File: src/sfc_pkg.sv
// Shared constants and types of the slot A front-end configuration bank
package sfc_pkg;

    // ------------------------------------------------------------
    // Register port geometry
    // ------------------------------------------------------------
    localparam int ADDR_W = 8;                        // Host register address width
    localparam int DATA_W = 16;                       // Host register data width
    localparam int NUM_CH = 4;                        // Channels in the slot
    localparam int GAIN_W = 2;                        // Gain code width

    // ------------------------------------------------------------
    // Register offsets
    // ------------------------------------------------------------
    localparam logic [7:0] OFS_ORDER  = 8'h17;        // Integration order
    localparam logic [7:0] OFS_WINDOW = 8'h39;        // Window width and offset
    localparam logic [7:0] OFS_MODE   = 8'h42;        // Front-end mode
    localparam logic [7:0] OFS_PATH   = 8'h43;        // Path connection
    localparam logic [7:0] OFS_CHGAIN = 8'h55;        // Per-channel gains

    // ------------------------------------------------------------
    // Reset values
    // ------------------------------------------------------------
    localparam logic [15:0] RST_ORDER  = 16'h0000;    // All pulses normal
    localparam logic [15:0] RST_WINDOW = 16'h22fc;    // Width 0x4, offset 0x2fc
    localparam logic [15:0] RST_MODE   = 16'h1c38;    // Mode 0x07, ref 0x3, rsvd 0x2
    localparam logic [15:0] RST_PATH   = 16'hada5;    // Full path
    localparam logic [5:0]  RST_CHGAIN = 6'h00;       // Channels 2..4 at 200k

    // ------------------------------------------------------------
    // Field positions
    // ------------------------------------------------------------
    localparam int ORDER_LSB  = 0;                    // Polarity order [3:0]
    localparam int ORDER_W    = 4;
    localparam int WIDTH_LSB  = 11;                   // Window width [15:11]
    localparam int WIDTH_W    = 5;
    localparam int OFFSET_LSB = 0;                    // Window offset [10:0]
    localparam int OFFSET_W   = 11;
    localparam int BUFG_BIT   = 9;                    // Buffer gain select
    localparam int INTBUF_BIT = 7;                    // Integrator as buffer
    localparam int INDEN_BIT  = 6;                    // Per-channel gain enable
    localparam int REF_LSB    = 4;                    // Reference select [5:4]
    localparam int REF_W      = 2;
    localparam int SHGAIN_LSB = 0;                    // Shared gain [1:0]
    localparam int CHGAIN_W   = 6;                    // Per-channel field [5:0]

    // ------------------------------------------------------------
    // Path codes
    // ------------------------------------------------------------
    localparam logic [15:0] PATH_FULL       = 16'hada5; // Amp, filter, integrator, converter
    localparam logic [15:0] PATH_BYPASS_BUF = 16'hae65; // Bypass, integrator as buffer
    localparam logic [15:0] PATH_BYPASS     = 16'hb065; // Bypass, integrator normal

    // Decoded signal-path mode
    typedef enum logic [1:0] {
        SFC_PATH_FULL       = 2'b00,
        SFC_PATH_BYPASS_BUF = 2'b01,
        SFC_PATH_BYPASS     = 2'b10,
        SFC_PATH_RESERVED   = 2'b11
    } sfc_path_e;

    // One gain code per channel, index 0 is channel 1
    typedef logic [NUM_CH-1:0][GAIN_W-1:0] sfc_gains_t;

    // Host register request bundle
    typedef struct packed {
        logic              wr;                        // Write strobe
        logic              rd;                        // Read strobe
        logic [ADDR_W-1:0] addr;                      // Register offset
        logic [DATA_W-1:0] wdata;                     // Write data
    } sfc_req_s;

endpackage : sfc_pkg

File: src/sfc_cfg_regs.sv
// Slot A front-end configuration register bank on the host register port
//
// Summary of operation
// - Channel 2..4 gain fields need individual enable
// - Four polarity bits, one per pulse, repeating
// - Window width in 1 us steps, reset 0x4
// - Window offset in 31.25 ns steps, reset 0x2fc
// - Bit 9 buffer gain: unity or 0.7
// - Bit 7 turns integrator into buffer amplifier
// - Enabled: channel 1 shared, others own fields
// - Reference select, four levels, resets to 3
// - Disabled: shared gain drives all four channels
// - Path register resets to full-path code
// - Code 0xb065 is bypass with integrator normal
`timescale 1ns/1ps
module sfc_cfg_regs (
    input  wire logic                          CLOCK,        // Core clock, 250 MHz
    input  wire logic                          RST,          // Synchronous reset, high
    input  wire logic                          CE,           // Clock enable, freezes all
    input  wire sfc_pkg::sfc_req_s             REQ,          // Host register request
    output logic [sfc_pkg::DATA_W-1:0]         RDATA,        // Read data
    output logic                               RVALID,       // Read data valid pulse
    output logic [sfc_pkg::ORDER_W-1:0]        POLARITY_ORDER, // Per-pulse polarity
    output logic [sfc_pkg::WIDTH_W-1:0]        WINDOW_WIDTH, // Window width, 1 us units
    output logic [sfc_pkg::OFFSET_W-1:0]       WINDOW_OFFSET, // Window start, 31.25 ns
    output logic                               BUFFER_GAIN_SEL, // 0 unity, 1 gain 0.7
    output logic                               INTEG_AS_BUFFER, // Integrator as buffer
    output logic [sfc_pkg::REF_W-1:0]          REFERENCE_SEL, // Reference level code
    output sfc_pkg::sfc_gains_t                CH_GAIN,      // Effective gain per channel
    output logic [sfc_pkg::DATA_W-1:0]         PATH_CODE,    // Raw path connection code
    output sfc_pkg::sfc_path_e                 PATH_MODE,    // Decoded path mode
    output logic                               PATH_CFG_ERR  // Reserved code or bad pairing
);

    // ------------------------------------------------------------
    // State of the bank
    // ------------------------------------------------------------
    typedef struct packed {
        logic [15:0]         order;                  // Order register image
        logic [15:0]         window;                 // Window register image
        logic [15:0]         mode;                   // Mode register image
        logic [15:0]         path;                   // Path register image
        logic [5:0]          chgain;                 // Per-channel gain image
        logic [15:0]         rdata;                  // Read data out
        logic                rvalid;                 // Read strobe echo
        sfc_pkg::sfc_gains_t gains;                  // Registered effective gains
        sfc_pkg::sfc_path_e  pmode;                  // Registered path mode
        logic                perr;                   // Registered path error
    } sfc_state_s;

    sfc_state_s          st_ff;                      // Current state
    sfc_state_s          nxt_st;                     // Next state
    sfc_pkg::sfc_gains_t nxt_gains;                  // From the gain resolver
    logic [15:0]         nxt_mode_img;               // Mode image after this edge
    logic [5:0]          nxt_chg_img;                // Per-channel image after this edge

    // ------------------------------------------------------------
    // Decoding shared by read path and path mode logic
    // ------------------------------------------------------------
    // Maps a path code to its mode
    function automatic sfc_pkg::sfc_path_e path_decode(input logic [15:0] code);
        sfc_pkg::sfc_path_e m;
        m = sfc_pkg::SFC_PATH_RESERVED;              // Unlisted codes are reserved
        case (code)
            sfc_pkg::PATH_FULL:       m = sfc_pkg::SFC_PATH_FULL;
            sfc_pkg::PATH_BYPASS_BUF: m = sfc_pkg::SFC_PATH_BYPASS_BUF;
            sfc_pkg::PATH_BYPASS:     m = sfc_pkg::SFC_PATH_BYPASS;
            default:                  m = sfc_pkg::SFC_PATH_RESERVED;
        endcase
        return m;
    endfunction : path_decode

    // Read image of an offset, zero when unmapped
    function automatic logic [15:0] read_mux(input logic [7:0] a, input sfc_state_s s);
        logic [15:0] v;
        v = 16'h0000;
        case (a)
            sfc_pkg::OFS_ORDER:  v = s.order;
            sfc_pkg::OFS_WINDOW: v = s.window;
            sfc_pkg::OFS_MODE:   v = s.mode;
            sfc_pkg::OFS_PATH:   v = s.path;
            sfc_pkg::OFS_CHGAIN: v = {10'h000, s.chgain}; // Upper bits belong elsewhere
            default:             v = 16'h0000;
        endcase
        return v;
    endfunction : read_mux

    // ------------------------------------------------------------
    // Gain resolver works on the next images so gains track writes
    // ------------------------------------------------------------
    // Images decoded apart from the state copy, so the resolver output
    // never loops back through the struct that it feeds
    always_comb begin
        nxt_mode_img = st_ff.mode;
        nxt_chg_img  = st_ff.chgain;
        if (RST) begin
            nxt_mode_img = sfc_pkg::RST_MODE;
            nxt_chg_img  = sfc_pkg::RST_CHGAIN;
        end else if (REQ.wr && (REQ.addr == sfc_pkg::OFS_MODE)) begin
            nxt_mode_img = REQ.wdata;
        end else if (REQ.wr && (REQ.addr == sfc_pkg::OFS_CHGAIN)) begin
            nxt_chg_img  = REQ.wdata[sfc_pkg::CHGAIN_W-1:0];
        end
    end

    sfc_gain_sel u_gain (
        .ind_en      (nxt_mode_img[sfc_pkg::INDEN_BIT]),
        .shared_gain (nxt_mode_img[sfc_pkg::SHGAIN_LSB +: sfc_pkg::GAIN_W]),
        .ch_gain     (nxt_chg_img),
        .gains       (nxt_gains)
    );

    // ------------------------------------------------------------
    // Next-state logic
    // ------------------------------------------------------------
    always_comb begin
        nxt_st        = st_ff;
        nxt_st.rvalid = 1'b0;
        // Writes store every bit, per-channel gains [5:0] only; reserved bits stay writable, software keeps them
        if (REQ.wr) begin
            case (REQ.addr)
                sfc_pkg::OFS_ORDER:  nxt_st.order  = REQ.wdata;
                sfc_pkg::OFS_WINDOW: nxt_st.window = REQ.wdata;
                sfc_pkg::OFS_MODE:   nxt_st.mode   = REQ.wdata;
                sfc_pkg::OFS_PATH:   nxt_st.path   = REQ.wdata;
                sfc_pkg::OFS_CHGAIN: nxt_st.chgain = REQ.wdata[sfc_pkg::CHGAIN_W-1:0];
                default:             nxt_st.order  = st_ff.order; // Unmapped write ignored
            endcase
        end
        // Read returns the image before any same-cycle write
        if (REQ.rd) begin
            nxt_st.rdata  = read_mux(REQ.addr, st_ff);
            nxt_st.rvalid = 1'b1;
        end
        nxt_st.gains = nxt_gains;
        nxt_st.pmode = path_decode(nxt_st.path);
        // Flags the buffered bypass without the buffer bit, or a reserved code
        nxt_st.perr  = (nxt_st.pmode == sfc_pkg::SFC_PATH_RESERVED) ||
                       ((nxt_st.pmode == sfc_pkg::SFC_PATH_BYPASS_BUF) &&
                        !nxt_st.mode[sfc_pkg::INTBUF_BIT]);
        if (RST) begin
            nxt_st        = '0;
            nxt_st.order  = sfc_pkg::RST_ORDER;
            nxt_st.window = sfc_pkg::RST_WINDOW;
            nxt_st.mode   = sfc_pkg::RST_MODE;
            nxt_st.path   = sfc_pkg::RST_PATH;
            nxt_st.chgain = sfc_pkg::RST_CHGAIN;
            nxt_st.pmode  = sfc_pkg::SFC_PATH_FULL;
        end
    end

    // ------------------------------------------------------------
    // State register; reset also needs CE, as everything freezes
    // ------------------------------------------------------------
    always_ff @(posedge CLOCK) begin
        if (CE) begin
            st_ff <= nxt_st;
        end
    end

    // ------------------------------------------------------------
    // Outputs, straight from the state flops
    // ------------------------------------------------------------
    assign RDATA           = st_ff.rdata;
    assign RVALID          = st_ff.rvalid;
    assign POLARITY_ORDER  = st_ff.order[sfc_pkg::ORDER_LSB +: sfc_pkg::ORDER_W];
    assign WINDOW_WIDTH    = st_ff.window[sfc_pkg::WIDTH_LSB +: sfc_pkg::WIDTH_W];
    assign WINDOW_OFFSET   = st_ff.window[sfc_pkg::OFFSET_LSB +: sfc_pkg::OFFSET_W];
    assign BUFFER_GAIN_SEL = st_ff.mode[sfc_pkg::BUFG_BIT];
    assign INTEG_AS_BUFFER = st_ff.mode[sfc_pkg::INTBUF_BIT];
    assign REFERENCE_SEL   = st_ff.mode[sfc_pkg::REF_LSB +: sfc_pkg::REF_W];
    assign CH_GAIN         = st_ff.gains;
    assign PATH_CODE       = st_ff.path;
    assign PATH_MODE       = st_ff.pmode;
    assign PATH_CFG_ERR    = st_ff.perr;
endmodule : sfc_cfg_regs

File: src/sfc_gain_sel.sv
// Resolves the effective gain code of each slot A channel
`timescale 1ns/1ps
module sfc_gain_sel (
    input  wire logic                      ind_en,     // Per-channel selection enabled
    input  wire logic [sfc_pkg::GAIN_W-1:0] shared_gain, // Shared code, channel 1 always
    input  wire logic [sfc_pkg::CHGAIN_W-1:0] ch_gain, // Channels 2..4, two bits each
    output sfc_pkg::sfc_gains_t            gains       // Effective code per channel
);

    // ------------------------------------------------------------
    // Channel 1 never has a field of its own
    // ------------------------------------------------------------
    assign gains[0] = shared_gain;

    // ------------------------------------------------------------
    // Channels 2..4: own field only when enabled
    // ------------------------------------------------------------
    for (genvar g = 1; g < sfc_pkg::NUM_CH; g++) begin : g_ch
        assign gains[g] = ind_en ? ch_gain[(g-1)*sfc_pkg::GAIN_W +: sfc_pkg::GAIN_W]
                                 : shared_gain;
    end

endmodule : sfc_gain_sel

File: config.mk
export PLATFORM = sky130hd
export DESIGN_NAME = sfc_cfg_regs
export DESIGN_NICKNAME = d
export VERILOG_FILES = /design/src/sfc_pkg.sv /design/src/sfc_cfg_regs.sv /design/src/sfc_gain_sel.sv
export SDC_FILE = /design/constraint.sdc
export NUM_CORES = 1
export LEC_CHECK = 0
export ABC_AREA = 0
export BUFFER_PORTS_ARGS = -buffer_cell sky130_fd_sc_hd__buf_4
export CAP_MARGIN = 20
export CELL_PAD_IN_SITES_DETAIL_PLACEMENT = 0
export CELL_PAD_IN_SITES_GLOBAL_PLACEMENT = 1
export CORE_UTILIZATION = 44
export DETAILED_ROUTE_END_ITERATION = 12
export PLACE_DENSITY_LB_ADDON = 0.1
export SYNTH_ARGS = -nofsm -noshare
export SYNTH_HDL_FRONTEND = slang
export SYNTH_HIERARCHICAL = 1
export SYNTH_SLANG_ARGS = --single-unit
File: constraint.sdc
create_clock -name CLOCK -period 3.17 [get_ports CLOCK]
set_input_delay 0.1585 -clock CLOCK [delete_from_list [all_inputs] [get_ports CLOCK]]
set_output_delay 0.1585 -clock CLOCK [all_outputs]
set_load 0.1 [all_outputs]
==> reports/results.ini <==
[min_path]
hp-start = REQ[10]
holdPathEnd = st_ff[60]
min_path_type = input port to register
hold_path_depth = 3

[floorplanning]
die_h_um = 109
dieArea_um2 = 11900
io_pins = 97
start_util_pct = 45.9
rows = 38
core_um2 = 11000
die_w_um = 109

[critical_path]
worstSetupPathType = input port to register
reg2reg_from = PATH_CODE[12]
worstPathArrival_ps = 2170
critical_path.max_fanout = 8
required_ps = 3230
ff2ff_setup_slack_ps = 1170
regToRegEndpoint = PATH_CFG_ERR
worstSetupEndpointType = register
crit_path_start = REQ[21]
start_kind = input port
reg2reg_depth = 5

[timing]
skew_ps = 7.17
fmax_mhz = 475
worstMarginPinSlew_ps = 806
hold_viol = 0
fin_crit_ps = 2110
fin_setup_tns_ps = 0
maxSlewViolCount = 0
finalCritPeriodShare_pct = 66.5
slew_headroom_pct = 46.3
finalSetupViolCount = 0
rsz0062_at_grt = no

[clock_network]
numCtsBuffers = 9
numClockSinks = 98
htreeDepth = 3
clockBufferDepth = 2
insertion_delay_ps = 340
root_buffer = clkbuf_16
cts_tree = built
cts_resized = 0
postCtsSetupBuffers = 0
ctsHoldBuffers = 0
path_clk_slew_ps = 70

[route]
viasPerCell = 5.67
avgRoutedWirePerCell_um = 21.6
num_vias = 3422
drt_pass1_iterations = 5
ant_nets = 0
post-route-drc-count = 0
drt_wl_total_mm = 13.0
drt_iter0_drc = 278

[cells_and_area]
final_net_count = 487
final-seq-area_um2 = 2940
area_delta_synth_final_pct = 14.4
multi_input_area_um2 = 1520
n_fill_cell = 956
drive_above_1_share_pct = 32.2
design_area_um2 = 5770
num_antenna_cells = 0

[logic_synthesis]
yosysMostFrequentCell = edfxtp_1
synth-seq-area-share_pct = 58.4
synth_edf_count = 98
netlist_top_cells_count = edfxtp_1, buf_4, nand2_1
synth_largest_area_cell = edfxtp_1
synthFlopType = edfxtp_1
synth_area_leaders = edfxtp_1, buf_4, a22oi_1
ys_async_sr_fraction_pct = 0
avgSynthCellArea_um2 = 11.8
synth.cell_area_um2 = 5040
syn_inst = 426
synth_cell_types = 41
syn_nets = 455
ys_ff_latch = 98
synth_top_area_share_pct = 58.4
yosys_warnings = 6

[grt]
grt_pass1_wl_mm = 19.7
globalRouteOverflowTotal = 0
track_usage_pct = 23.2
grt_max_degree = 40
grt_pass1_vias = 3216
antenna_found_initial = 0

[outcome]
status = completed

[placed_design]
place_hpwl_mm = 8.54
io_buffer_count = 96
place_area_um2 = 5470
gp_congestion = 0.811

[pwr]
peakVddDrop_mv = 0.259
power.leakage_nw = 2.16
pwr_density_cell_nw_per_um2 = 560

[run]
drv_cap = 0

## through the flow
step | power (mW) | hold slack, ps | util, % | worst slack [ps] | cells
after floorplan | 2.04 | 271 | - | 365 | 426
after global placement | 2.16 | 506 | 49.8 | 821 | 587
after detailed placement | 2.16 | 506 | 49.8 | 765 | 587
after CTS | 3.24 | 151 | 52.5 | 1110 | 603
after global routing | 3.32 | 173 | 52.5 | 867 | 603
final | 3.23 | 165 | 52.5 | 1060 | 603
## critical path: stages
cell,delay (ps)
buf_4,120
nor4bb_1,360
and3_1,420
nand2_1,310
a21boi_0,560
buf_4,230
## state kept, by name, summed over array words and instances, names as in the netlist
signal           flops
REFERENCE_SEL        2
RDATA               16
BUFFER_GAIN_SEL      1
RVALID               1
POLARITY_ORDER       4
PATH_CFG_ERR         1
WINDOW_OFFSET       11
PATH_MODE            2
WINDOW_WIDTH         5
st_ff               30
INTEG_AS_BUFFER      1
CH_GAIN              8
PATH_CODE           16
## layout by cell type (no fill, tap or decap), drive strengths merged
cell type and instances:
and3b 2, nand2 35, a222oi 5, inv 2
o31ai 1, a31oi 1, clkbuf 9, bufinv 1
a21o 1, nand4b 1, or3b 3, o211a 1
o32a 1, nand4 3, or2 8, mux2i 7
or3 1, a2111o 1, o21bai 1, and2 21
nor3b 4, nor4b 1, nor3 5, nor4bb 2
buf 110, o21ai 2, nor2b 12, or4b 1
a21boi 2, clkinv 6, nor2 11, edfxtp 98
o21a 2, and3 9, nand3 33, mux2 6
a22oi 27, a21oi 27
## routing by layer
| metal | wire length (um) | GRT usage (%) | part of all wire, % | up-vias |
|---|---|---|---|---|
| li1 | - | - | - | 1573 |
| met1 | 6040 | 34.3 | 46 | 1698 |
| met2 | 6030 | 34.9 | 46 | 138 |
| met3 | 840 | 3.29 | 6.4 | 13 |
| met4 | 128 | 7.63 | 0.98 | 0 |
| met5 | 0 | 0 | 0 | - |
## power by group
group | total [mW] | switching, mW | leakage (nW) | internal [mW]
clock | 1.10 | 0.487 | 0.149 | 0.611
combinational | 0.590 | 0.460 | 1.12 | 0.130
sequential | 1.54 | 0.0392 | 0.885 | 1.50
## worst max-delay path by stage
| stage | to | depth (start not counted) |
|---|---|---|
| floorplan | BUFFER_GAIN_SEL | 4 |
| global placement | st_ff[32] | 6 |
| detailed placement | st_ff[32] | 6 |
| CTS | st_ff[33] | 6 |
| global route | st_ff[33] | 6 |
| finish | st_ff[33] | 6 |
## cell type report
cell class                 count  area share (%)
inverter                       2           0.130
clock inverter                 7            1.17
clock buffer                   9            3.91
multi-input combinational    237            26.4
tap                          140            3.04
sequential                    98            51.0
timing repair buffer         110            14.3
## logic make-up (layout without fill, tap and decap cells)
group | Yosys count | after routing | synth area share [%]
AO/OA/AOI/OAI | 72 | 72 | 9.78
multiplexers | 13 | 13 | 3.18
flip-flops | 98 | 98 | 58.4
buffers and inverters | 91 | 128 | 11.9
AND/OR/NAND/NOR | 152 | 152 | 16.8
(Power assumes the default switching activity.)
